--- src/hdl/adcmd_pkg.sv ---
/*
  Constants and types for the converter mode-pin decoder.
  Assumes a 25 MHz system clock and a 32-bit Avalon-MM register bus.
*/
package adcmd_pkg;
  // ****************************************
  // Clock and timing
  // ****************************************
  localparam int CLK_MHZ = 25;
  localparam int RANGE_SETTLE_US = 80;
  // Settle is a typical figure, used as is; the product is a whole cycle count
  localparam int RANGE_SETTLE_CYC = RANGE_SETTLE_US * CLK_MHZ;
  localparam int RECOVER_CYC_DEF = 2500;
  localparam int CNT_W = 16;

  // ****************************************
  // Register map, byte addresses
  // ****************************************
  localparam logic [3:0] OFS_CTRL = 4'h0;
  localparam logic [3:0] OFS_STATUS = 4'h4;
  localparam logic [3:0] OFS_LSB = 4'h8;
  localparam logic [3:0] OFS_CODE = 4'hC;

  // CTRL fields
  localparam int CTRL_TRACK_BIT = 0;
  localparam logic CTRL_TRACK_RST = 1'b1;

  // STATUS fields
  localparam int ST_REF_INT = 0;
  localparam int ST_RANGE10 = 1;
  localparam int ST_PWR_LO = 2;
  localparam int ST_IF_LO = 4;
  localparam int ST_BUSY = 6;
  localparam int ST_REF_IO = 7;

  // ****************************************
  // Code format
  // ****************************************
  localparam int CODE_BITS = 18;
  localparam logic [31:0] CODE_STEPS = 32'h0004_0000;
  // Step size in picovolts: span / 262144
  localparam logic [31:0] LSB_PV_10V = 32'h048C_2B58;
  localparam logic [31:0] LSB_PV_5V = 32'h0246_15AC;
  localparam logic [31:0] CODE_INFO = 32'h0000_0012;

  // ****************************************
  // Modes
  // ****************************************
  typedef enum logic [1:0] {
    ADCMD_PWR_NORMAL,
    ADCMD_PWR_STANDBY,
    ADCMD_PWR_SHUTDOWN
  } adcmd_pwr_t;

  typedef enum logic [1:0] {
    ADCMD_IF_PARALLEL,
    ADCMD_IF_BYTE,
    ADCMD_IF_SERIAL
  } adcmd_iface_t;

  typedef struct packed {
    logic waitreq;
    logic [31:0] rdata;
    logic track_en;
    logic range_q;
    logic pdn_q;
    logic [CNT_W-1:0] settle;
    logic busy;
  } adcmd_state_t;
endpackage

--- src/hdl/adcmd_decoder.sv ---
/*
  Mode-pin decoder: reference, range, power state and readout interface
  follow the pins combinationally; an Avalon-MM slave exposes status,
  step size and a settle tracker.
  Assumes pin levels synchronous to clk_sys for the register view only.
*/
// Function
// - Reference select high enables and uses the internal band-gap.
// - Select low powers band-gap down; host must supply external reference.
// - In external mode the reference pin becomes a high-impedance input.
// - Internal reference buffer stays enabled whatever the select level.
// - Reference pin behaviour follows the select level with no clock.
// - At power-up the reference mode follows the select level.
// - Range high gives the 20 V (+/-10 V) span, low the 10 V (+/-5 V) span.
// - Range changes apply immediately, unsynchronised.
// - Power-down high is normal; low picks standby or shutdown by range.
// - Shutdown drops core and regulator power, buffer stays on; standby keeps reference and regulators.
// - Interface select low gives parallel word readout.
// - Interface select high: byte lane low serial, high parallel-byte.
// - Results are 18-bit two's complement for every span and channel.
// - One step is span over 262144.
`timescale 1ns/1ps
module adcmd_decoder #(
  parameter int RECOVER_CYC = adcmd_pkg::RECOVER_CYC_DEF
) (
  // Clock and reset
  input wire logic clk_sys,
  input wire logic rst_n,
  // Mode pins
  input wire logic reference_select,
  input wire logic range_select,
  input wire logic power_down_n,
  input wire logic interface_select,
  input wire logic byte_lane_select,
  // Reference pin
  input wire logic reference_io_pin_in,
  output logic reference_io_pin_out,
  output logic reference_io_pin_oe,
  // Analog controls
  output logic bandgap_en,
  output logic ref_buffer_en,
  output logic ref_reg_pwr_en,
  output logic core_pwr_en,
  output logic range_10v,
  output adcmd_pkg::adcmd_pwr_t power_state,
  output adcmd_pkg::adcmd_iface_t iface_mode,
  output logic settle_busy,
  // Avalon-MM slave
  input wire logic [3:0] avs_address,
  input wire logic avs_read,
  input wire logic avs_write,
  input wire logic [31:0] avs_writedata,
  output logic [31:0] avs_readdata,
  output logic avs_waitrequest
);
  // ****************************************
  // Elaboration checks
  // ****************************************
  if (RECOVER_CYC < 1 || RECOVER_CYC >= (1 << adcmd_pkg::CNT_W))
  begin : g_bad_recover
    $error("RECOVER_CYC out of counter range");
  end
  if (adcmd_pkg::RANGE_SETTLE_CYC >= (1 << adcmd_pkg::CNT_W))
  begin : g_bad_settle
    $error("Settle count out of counter range");
  end

  // ****************************************
  // Pin decode, no clock involved
  // ****************************************
  // pure pin decode
  // Outputs here bypass flops on purpose: the pins act at once
  always_comb
  begin
    bandgap_en = reference_select;
    reference_io_pin_oe = reference_select;
    reference_io_pin_out = reference_select;
    ref_buffer_en = 1'b1;
    range_10v = range_select;
    if (power_down_n)
    begin
      power_state = adcmd_pkg::ADCMD_PWR_NORMAL;
    end
    else if (range_select)
    begin
      power_state = adcmd_pkg::ADCMD_PWR_STANDBY;
    end
    else
    begin
      power_state = adcmd_pkg::ADCMD_PWR_SHUTDOWN;
    end
    core_pwr_en = power_down_n;
    ref_reg_pwr_en = power_down_n | range_select;
    // serial or byte by lane select
    if (!interface_select)
    begin
      iface_mode = adcmd_pkg::ADCMD_IF_PARALLEL;
    end
    else if (byte_lane_select)
    begin
      iface_mode = adcmd_pkg::ADCMD_IF_BYTE;
    end
    else
    begin
      iface_mode = adcmd_pkg::ADCMD_IF_SERIAL;
    end
  end

  // ****************************************
  // Register state
  // ****************************************
  adcmd_pkg::adcmd_state_t state_ff;
  adcmd_pkg::adcmd_state_t nxt_state;
  logic [31:0] status_word;
  logic [31:0] rd_word;
  logic take;

  always_comb
  begin
    status_word = 32'h0000_0000;
    status_word[adcmd_pkg::ST_REF_INT] = reference_select;
    status_word[adcmd_pkg::ST_RANGE10] = range_select;
    status_word[adcmd_pkg::ST_PWR_LO +: 2] = power_state;
    status_word[adcmd_pkg::ST_IF_LO +: 2] = iface_mode;
    status_word[adcmd_pkg::ST_BUSY] = state_ff.busy;
    status_word[adcmd_pkg::ST_REF_IO] = reference_io_pin_in;
    rd_word = 32'h0000_0000;
    unique case (avs_address)
      adcmd_pkg::OFS_CTRL: rd_word[adcmd_pkg::CTRL_TRACK_BIT] = state_ff.track_en;
      adcmd_pkg::OFS_STATUS: rd_word = status_word;
      adcmd_pkg::OFS_LSB: rd_word = range_select ? adcmd_pkg::LSB_PV_10V
                                                 : adcmd_pkg::LSB_PV_5V;
      adcmd_pkg::OFS_CODE: rd_word = adcmd_pkg::CODE_INFO;
      default: rd_word = 32'h0000_0000;
    endcase
    // Request taken once; answer one cycle later
    take = (avs_read | avs_write) & state_ff.waitreq;

    nxt_state = state_ff;
    nxt_state.range_q = range_select;
    nxt_state.pdn_q = power_down_n;
    nxt_state.waitreq = ~take;
    if (take)
    begin
      nxt_state.rdata = avs_read ? rd_word : 32'h0000_0000;
    end
    if (avs_write && !state_ff.waitreq && avs_address == adcmd_pkg::OFS_CTRL)
    begin
      nxt_state.track_en = avs_writedata[adcmd_pkg::CTRL_TRACK_BIT];
    end
    // tracks host settle wait after power-down exit or range change
    if (state_ff.track_en && power_down_n && !state_ff.pdn_q)
    begin
      nxt_state.settle = adcmd_pkg::CNT_W'(RECOVER_CYC);
      nxt_state.busy = 1'b1;
    end
    else if (state_ff.track_en && range_select != state_ff.range_q)
    begin
      nxt_state.settle = adcmd_pkg::CNT_W'(adcmd_pkg::RANGE_SETTLE_CYC);
      nxt_state.busy = 1'b1;
    end
    else if (state_ff.settle > adcmd_pkg::CNT_W'(1))
    begin
      nxt_state.settle = state_ff.settle - adcmd_pkg::CNT_W'(1);
    end
    else
    begin
      nxt_state.settle = '0;
      nxt_state.busy = 1'b0;
    end
  end

  // mode is never latched, so power-up follows the pin
  always_ff @(posedge clk_sys)
  begin
    if (!rst_n)
    begin
      // Edge detectors start at the pin levels, so no false settle after reset
      state_ff <= '{waitreq: 1'b1, rdata: 32'h0000_0000,
                    track_en: adcmd_pkg::CTRL_TRACK_RST, range_q: range_select,
                    pdn_q: power_down_n, settle: '0, busy: 1'b0};
    end
    else
    begin
      state_ff <= nxt_state;
    end
  end

  assign avs_waitrequest = state_ff.waitreq;
  assign avs_readdata = state_ff.rdata;
  assign settle_busy = state_ff.busy;
endmodule

--- config.mk ---
export PLATFORM = sky130hd
export DESIGN_NAME = adcmd_decoder
export DESIGN_NICKNAME = d
export VERILOG_FILES = /design/src/hdl/adcmd_pkg.sv /design/src/hdl/adcmd_decoder.sv
export SDC_FILE = /design/constraint.sdc
export NUM_CORES = 1
export LEC_CHECK = 0
export BUFFER_PORTS_ARGS = -buffer_cell sky130_fd_sc_hd__buf_2
export CAP_MARGIN = 10
export CORE_ASPECT_RATIO = 0.6
export CORE_UTILIZATION = 35
export CTS_CLUSTER_DIAMETER = 50
export DETAILED_ROUTE_END_ITERATION = 8
export REMOVE_ABC_BUFFERS = 1
export SETUP_SLACK_MARGIN = 0.15
export SYNTH_ARGS = -nofsm -noshare
export SYNTH_HDL_FRONTEND = slang
export SYNTH_SLANG_ARGS = --single-unit
--- constraint.sdc ---
create_clock -name clk_sys -period 2.7 [get_ports clk_sys]
set_input_delay 0.27 -clock clk_sys [delete_from_list [all_inputs] [get_ports clk_sys]]
set_output_delay 0.27 -clock clk_sys [all_outputs]
set_load 0.005 [all_outputs]
=== Word level (Yosys, flattened, before mapping) ===
Index checks and enable logic that the tools add are counted.

* Latch bits: 0
* Register bits after elaboration: 53
* Memories kept: 0
* Memory bits (writable): 0
* Bits of input ports: 46
* Logic and storage cells: 44
* Memory bits (read-only): 0
* Output and inout port bits: 45

* Equal/unequal tests: 5
* Add/sub/neg operators: 1
* Reduce and logical (&&, ||, !) cells: 10
* Div/mod/pow operators: 0
* $lt $le $gt $ge: 1
* Bitwise logic cells: 6
* Shifts and indexed selects: 0
* Multipliers: 0
* Muxes and demuxes: 12

{| class="wikitable"
|+ Operator list
! cell !! count
|-
| case mux 26 bit (3 select lines) || 1
|-
| two-way mux 32 bit || 1
|-
| two-way mux 27 bit || 1
|-
| two-way mux 13 bit || 2
|-
| > comparator 16 x 1 -> 1 bit (second input constant) || 1
|-
| subtractor 16 x 1 -> 16 bit (second input constant) || 1
|-
| two-way mux 12 bit || 1
|-
| == test 4 bit (second input constant) || 2
|-
| two-way mux 2 bit || 4
|-
| logical AND 1 bit || 5
|-
| == test 4 x 3 -> 1 bit (second input constant) || 1
|-
| logical NOT 4 bit || 1
|-
| OR reduction 4 bit || 1
|-
| != test 3 bit (second input constant) || 1
|-
| NOT 1 bit || 3
|-
| case mux 1 bit (3 select lines) || 1
|-
| logical NOT 1 bit || 2
|-
| bitwise OR 1 bit || 2
|-
| OR reduction 2 bit || 1
|-
| bitwise AND 1 bit || 1
|-
| two-way mux 1 bit || 1
|-
| != test 1 bit || 1
|}

=== Depth between registers and ports, before layout ===
Gate-level depths: netlist of run 1.

* Depth in word-level cells: 4
* Mapped depth: 7
* Depth with buffers taken out: 6

=== Worst setup path before layout of run 1 ===
Ideal clock, no wire load.

* Path kind: flip-flop to flip-flop
* Start point: reg state_ff[12] (netlist bit)
* End point: reg state_ff[13] (netlist bit)
* Path buffers: 1
* Stages on the path, launching flop included: 7
* Clock period less this slack: 2131 ps
* Setup slack: 569 ps
* Library setup time: 116 ps
* Data arrival time: 2015 ps
* Required time: 2584 ps
* Cells stage by stage: dfxtp_1 -> or4_4 -> or4_1 -> or4_1 -> buf_6 -> nand3b_4 -> nor2_2

* Word-level cells in the longest chain between the ends: 3
* Elaborated cells between the ends (all ways): 4
* Those cells by class: add/sub: 1; order compare: 1; bitwise: 1; reduce/logical: 1

{| class="wikitable"
|+ Ends and longest elaborated chain
! element !! RTL line !! RTL
|-
| from (decl) || adcmd_decoder.sv:112 || <nowiki>adcmd_pkg::adcmd_state_t state_ff;</nowiki>
|-
| from (signal assigned) || adcmd_decoder.sv:179 || <nowiki>state_ff <= '{waitreq: 1'b1, rdata: 32'h0000_0000,</nowiki>
|-
| from (signal assigned) || adcmd_decoder.sv:185 || <nowiki>state_ff <= nxt_state;</nowiki>
|-
| > comparator 16 x 1 -> 1 bit || adcmd_decoder.sv:162 || <nowiki>else if (state_ff.settle > adcmd_pkg::CNT_W'(1))</nowiki>
|-
| NOT 1 bit (no source line) || n/a ||
|-
| OR reduction 4 bit (no source line) || n/a ||
|}

Parallel ways exist; a longest one is shown, timed or not.
A chain may end at the register's enable or synchronous reset.

=== Worst setup path after layout of run 1 ===
* Start point: reg state_ff[9] (netlist bit)
* End point: reg state_ff[6] (netlist bit)

* Word-level cells in the longest chain between the ends: 3

{| class="wikitable"
|+ Ends and longest elaborated chain
! element !! RTL line
|-
| > comparator 16 x 1 -> 1 bit || adcmd_decoder.sv:162
|-
| NOT 1 bit (no source line) || n/a
|-
| OR reduction 4 bit (no source line) || n/a
|}

No other way between the ends.

==> qor.yml, run 1 <==
run_status:
  status: "complete, no violations"
routing:
  drcViolationCount: 0
  drtAntennaViolNets: 0
  routed_wl_um: 3300
  first_pass_iters: 4
  vias: 1289
  drt_iter0_drc: 35
  avgRoutedWirePerCell_um: 11.4
  via_per_inst: 4.44
synth:
  seq_area_frac_synth_pct: 35.5
  synth.area.top_cells: "dfxtp_1, buf_4, xnor2_1"
  avgSynthCellArea_um2: 8.72
  synth_top_area_share_pct: 35.5
  ys.warnings.count: 0
  async_flop_share_pct: 0
  ys_types: 44
  synth_edf_count: 0
  yosysTopAreaCell: "dfxtp_1"
  ys_ff_latch: 32
  netlist_instances: 207
  synth_area_um2: 1810
  ys.flop_type: "dfxtp_1"
die:
  start_util_pct: 38.0
  row_count: 19
  top_level_ports: 91
  core_area_um2: 4750
  die_h_um: 57.6
  die-area_um2: 5460
  fp.dieW_um: 94.7
sta:
  setup_ws_ns: 0.455
  setup_viol: 0
  max_slew_margin_pct: 64.2
  fin_setup_tns_ns: 0
  tightest_slew_ns: 0.531
  fmaxAchievable_ghz: 0.445
  fin_crit_sh_pct: 83.1
  maxSlewViolCount: 0
  clock_skew_ns: 0.00427
  rsz0062_at_grt: "no"
  hold_viol: 0
  fin_crit_ns: 2.25
setup_path:
  startpoint: "state_ff[9]"
  r2r_slack_ns: 0.45
  crit_path_top_delay_cell: "or4_4"
  critPathMaxFanout: 9
  worst-path-buf-inv: 0
  r2r_cells: 5
  cp-endpoint: "state_ff[6]"
  arrival_ns: 2.42
  crit_chain: "or4_4, or4_1, or4_4, nand3b_4, nor2_2"
  critical_path_required_ns: 2.87
  critical-path-max-stage-delay_ns: 0.53
  worstSetupPathType: "reg -> reg"
  r2r_end: "state_ff[6]"
  r2r-start: "state_ff[9]"
  worstSetupPathDepth: 5
  cp-end-kind: "register"
  crit_path_start_kind: "register"
  cpMostUsedCell: "or4_4"
  cpLargestDelayFamily: "simple AND/OR/NAND/NOR gates"
layout:
  layout.nets: 275
  antennaDiodeCount: 0
  drive_gt1_share_pct: 30.8
  syn2layout_area_growth_pct: 7.69
  fin_util_pct: 40.9
  fillers: 499
power:
  ir_drop_v: 0.000207
  powerDensity_nw_per_um2: 604
  finalPower_w: 0.00117
  p_leak_nw: 0.859
placement:
  dpl.hpwl_um: 2580
  dp_slack_ns: 0.293
  gp_congestion: 0.748
  io_buffer_count: 47
grt:
  grt_pass1_vias: 1129
  grt_max_degree: 22
  antenna_found_initial: 0
  overflow: 0
  grt_pass1_wl_um: 5710
  grt_use_total_pct: 13.7
cts:
  ctsLongestPathBuffers: 2
  clock_latency_ns: 0.28
  cts_resized: 0
  cts_root_buf: "clkbuf_8"
  numCtsBuffers: 5
  cts.clk_slew.worst_paths_ns: 0.06
  cts_tree: "yes"
  post_cts_buffers: 0
  cts_hold_buf: 0
  tritoncts_num_sinks: 32
  h-tree-depth: 2
flow_run:
  drv_cap: 0
min_path:
  hold_class: "in -> reg"
## cell families after synthesis
family,count (synthesis),synth area share [%]
mux,2,1.11
buf+inv,48,18.4
fa+ha+maj,2,1.39
flops,32,35.5
xor+xnor,13,6.31
compound gates,36,14.1
simple gates,72,22.9
other cells,2,0.416
## synthesized netlist by cell type, drive strengths merged, types with 2 or more instances
master	number
buf	40
dfxtp	32
nand2	17
nor2	17
nor2b	11
xnor2	11
a21boi	9
o21ai	8
a21oi	6
clkbuf	5
nor3	5
or4	5
and2	4
a22oi	3
inv	3
nand3	3
conb	2
ha	2
mux2i	2
nand2b	2
nor4	2
o211ai	2
o22ai	2
xor2	2
## flip-flops by register name, summed over array words and instances, names as in the netlist
| signal | cells |
|---|---|
| state_ff | 19 |
| avs_readdata | 11 |
| avs_waitrequest | 1 |
| settle_busy | 1 |
## placed cells by master (no fill, tap or decap), types with 3 or more instances in the layout
cell and n:
nor2_2 7, dfxtp_1 32, a22oi_1 3, nand2_1 17, buf_2 47, a21oi_1 5, o21ai_0 7, nand3_1 3
and2_1 4, a21boi_0 5, inv_1 3, nor3_1 5, xnor2_1 11, nor2_1 10, conb_1 12, clkbuf_8 7
a21boi_1 4, nor2b_1 11, or4_1 3
## layer usage
metal | vias to the layer above | global-route usage, % | routed length [µm]
met4 | 0 | 5.84 | 53
li1 | 688 | - | -
met1 | 567 | 23.6 | 1950
met2 | 26 | 14.8 | 1150
met3 | 8 | 2.76 | 143
met5 | - | 0 | 0
## worst min path at each step
| stage | from | endpoint | slack, ns | cells after the start |
|---|---|---|---|---|
| after floorplan | power_down_n | state_ff[17] | 0.30 | 0 |
| after global placement | power_down_n | state_ff[17] | 0.43 | 1 |
| after detailed placement | power_down_n | state_ff[17] | 0.43 | 1 |
| after CTS | power_down_n | state_ff[17] | 0.13 | 1 |
| after global routing | power_down_n | state_ff[17] | 0.13 | 1 |
| final | power_down_n | state_ff[17] | 0.14 | 1 |
## area by class of cell
class	count	area, µm²	share of cell area, %
multi-input combinational	137	875	45.0
sequential	32	641	32.9
timing repair buffer	48	243	12.5
clock buffer	7	96.3	4.95
tap	63	78.8	4.05
inverter	3	11.3	0.579
## metrics by stage
step	area (µm²)	std cells	hold WS (ns)
final	1940	290	0.141
after global routing	1940	290	0.127
after CTS	1940	290	0.130
after detailed placement	1840	283	0.427
after global placement	1840	283	0.427
after floorplan	1520	172	0.298
## power breakdown
group          switching, W  leakage [nW]  internal [W]
sequential        0.0000305         0.262      0.000504
combinational      0.000135         0.547      0.000111
clock              0.000167        0.0503      0.000227
total              0.000332         0.859      0.000841
Note: power is estimated with default switching activity, not from simulation.
==> inputs of run 2 (changes only) <==
--- a/config.mk
+++ b/config.mk
@@ -5,6 +5,7 @@
 export SDC_FILE = /design/constraint.sdc
 export NUM_CORES = 1
 export LEC_CHECK = 0
+export ABC_AREA = 1
 export BUFFER_PORTS_ARGS = -buffer_cell sky130_fd_sc_hd__buf_2
 export CAP_MARGIN = 10
 export CORE_ASPECT_RATIO = 0.6
==> constraint.sdc (replaced) <==
create_clock -name clk_sys -period 2.22 [get_ports clk_sys]
set_input_delay 0.222 -clock clk_sys [delete_from_list [all_inputs] [get_ports clk_sys]]
set_output_delay 0.222 -clock clk_sys [all_outputs]
set_load 0.005 [all_outputs]
==> run 2 against run 1 <==
Net effect: setup slack better by 0.22 ns; combinational power is 42% higher; cell area is 9.4% higher; worst hold slack worse by 0.035 ns; routed wire length is 23% higher; non-clock buffer count is 1 lower.
==> qor.yml, run 2 <==
cts:
  numCtsBuffers: 5  # unchanged
  ctsLongestPathBuffers: 2  # unchanged
  cts_root_buf: "clkbuf_8"
  h-tree-depth: 2  # unchanged
  cts_hold_buf: 0  # unchanged
  post_cts_buffers: 0  # unchanged
  cts.clk_slew.worst_paths_ns: 0.07  # about the same
  cts_resized: 0  # unchanged
  tritoncts_num_sinks: 32  # unchanged
  clock_latency_ns: 0.29  # about the same
  cts_tree: "yes"
setup_path:
  critical_path_required_ns: 2.39  # -0.48 ns
  critPathMaxFanout: 8  # -1
  startpoint: "state_ff[1]"
  worstSetupPathType: "reg -> reg"
  critical-path-max-stage-delay_ns: 0.33  # -0.20 ns
  crit_chain: "inv_1, ha_1, inv_1, nand2_1, nand2_1, nor2_2, nand3_4, nand2_1, nor2_1, nor2_1, nor2_1"
  crit_path_start_kind: "register"
  r2r-start: "state_ff[1]"
  cpLargestDelayFamily: "simple AND/OR/NAND/NOR gates"
  worst-path-buf-inv: 2  # +2
  cp-end-kind: "register"
  crit_path_top_delay_cell: "dfxtp_1"
  arrival_ns: 1.71  # -0.71 ns
grt:
  grt_use_total_pct: 15.4  # +1.7 points
  grt_pass1_wl_um: 6800  # +19%
  grt_pass1_vias: 1446  # +28%
  grt_max_degree: 19  # -14%
  antenna_found_initial: 0  # unchanged
  overflow: 0  # unchanged
layout:
  regMostFlops: "state_ff"
  ff_latch_area_um2: 641  # unchanged
  largest_register_ffs: 19  # unchanged
  fin_cells: 370  # +28%
  final_area_um2: 2130  # +9.4%
  final_common_cell: "nand2_1"
  drive_gt1_share_pct: 28.9  # -1.9 points
  final_cell_mix: "nand2_1, buf_2, dfxtp_1"
  fillers: 560  # +12%
  antennaDiodeCount: 0  # unchanged
  multi_input_comb_area_um2: 937  # +7.2%
  syn2layout_area_growth_pct: 8.07
  layout.nets: 352  # +28%
placement:
  io_buffer_count: 47  # unchanged
  dpl.hpwl_um: 3230  # +25%
  gp_congestion: 0.783  # +4.6%
  numPlacedInstances: 363  # +28%
  place_area_um2: 2030  # +10%
routing:
  vias: 1605  # +25%
  routed_wl_um: 4070  # +23%
  drcViolationCount: 0  # unchanged
  via_per_inst: 4.34  # -2.4%
  drtAntennaViolNets: 0  # unchanged
  drt_iter0_drc: 50  # +43%
  first_pass_iters: 4  # unchanged
  avgRoutedWirePerCell_um: 11.0  # -3.4%
sta:
  hold_viol: 0  # unchanged
  fin_crit_sh_pct: 69.5  # -14 points
  fin_crit_ns: 1.54  # -0.703 ns
  clock_skew_ns: 0.00648  # +0.00222 ns
  rsz0062_at_grt: "no"
  maxSlewViolCount: 0  # unchanged
  fmaxAchievable_ghz: 0.648  # +46%
  setup_viol: 0  # unchanged
  fin_setup_tns_ns: 0  # unchanged
synth:
  synth_edf_count: 0  # unchanged
  synth_top_area_share_pct: 32.5  # -2.9 points
  netlist_instances: 280  # +35%
  seq_area_frac_synth_pct: 32.5  # -2.9 points
  yosysMostFrequentCell: "nand2_1"
  synthTopCellsByCount: "nand2_1, buf_4, dfxtp_1"
  async_flop_share_pct: 0  # unchanged
  avgSynthCellArea_um2: 7.03  # -19%
  ys.flop_type: "dfxtp_1"
  ys_ff_latch: 32  # unchanged
  ys_types: 29  # -34%
  synth.area.top_cells: "dfxtp_1, buf_4, nand2_1"
  synth_area_um2: 1970  # +9.0%
  yosysTopAreaCell: "dfxtp_1"
  ys.warnings.count: 0  # unchanged
die:
  start_util_pct: 37.6  # -0.34 points
  die_h_um: 60.1  # +4.3%
  top_level_ports: 91  # unchanged
  core_area_um2: 5230  # +10%
  row_count: 20  # +1
  fp.dieW_um: 98.8  # +4.3%
  die-area_um2: 5940  # +8.8%
power:
  pwr-share-comb_pct: 23.6  # +2.7 points
  p_seq_share_pct: 43.1  # -2.4 points
  swShare_pct: 32.0  # +3.7 points
  p_sw_w: 0.000472  # +42%
  powerDensity_nw_per_um2: 694  # +15%
  pwr-share-clk_pct: 33.3  # -0.2 points
  finalPower_w: 0.00148  # +26%
  ir_drop_v: 0.000238  # +15%
  internal_power_w: 0.00100  # +19%
  p_leak_nw: 1.09  # +26%
flow_run:
  drv_cap: 0  # unchanged
run_status:
  status: "complete, no violations"
min_path:
  hold_class: "in -> reg"
  hp-start: "power_down_n"
==> run 2: cell families after synthesis <==
kind of cell | share of synthesized area (%)
and+or+nand+nor | 32.3
buffers and inverters | 21.7
AOI/OAI and AO/OA | 9.09
DFF | 32.5
xor gates and xnor gates | 2.67
adders and majority gates | 1.27
other | 0.382
==> run 2: path summary, 6_finish.rpt <==
path / end / slack, ns / cells past startpoint
worst min-delay path: state_ff[17] / 0.11 / 1
worst max-delay path: state_ff[12] / 0.68 / 11
worst min register to register: avs_readdata[0] / 0.46 / 2
worst max register to register: state_ff[12] / 0.68 / 11
==> run 2: metrics by stage <==
step	worst slack (ns)	hold slack (ns)	utilization [%]
floorplan	0.869	0.250	-
global placement	0.690	0.400	38.8
detailed placement	0.687	0.402	38.8
CTS	0.672	0.0958	40.7
global route	0.528	0.106	40.7
finish	0.678	0.105	40.7
==> run 2: power by group through the flow <==
stage	clock (W)	combinational [W]	sequential, W
after floorplan	0	0.000260	0.000643
after global placement	0	0.000346	0.000648
after detailed placement	0	0.000348	0.000649
after CTS	0.000512	0.000350	0.000636
after global routing	0.000534	0.000398	0.000640
final	0.000492	0.000349	0.000636
==> run 2: metal layers <==
metal / global-route usage [%] / vias up / share of wire (%)
li1: - / 859 / -
met1: 23.4 / 701 / 58
met2: 20.1 / 37 / 34
met3: 2.34 / 8 / 4.8
met4: 8.96 / 0 / 2.3
met5: 0 / - / 0
==> run 2: worst register-to-register path: cells and delay by family (launching register included) <==
kind | cells | cell delay (ns)
adder cells (fa/ha/maj) | 1 | 0.26
buffers and inverters | 2 | 0.15
flip-flops | 1 | 0.33
AND/OR/NAND/NOR | 8 | 0.69
==> run 2: area by class of cell <==
class                      count  share of cell area [%]
sequential                    32                    30.1
timing repair buffer          47                    11.1
multi-input combinational    182                    44.1
inverter                      36                    6.35
tap                           66                    3.88
clock buffer                   7                    4.53
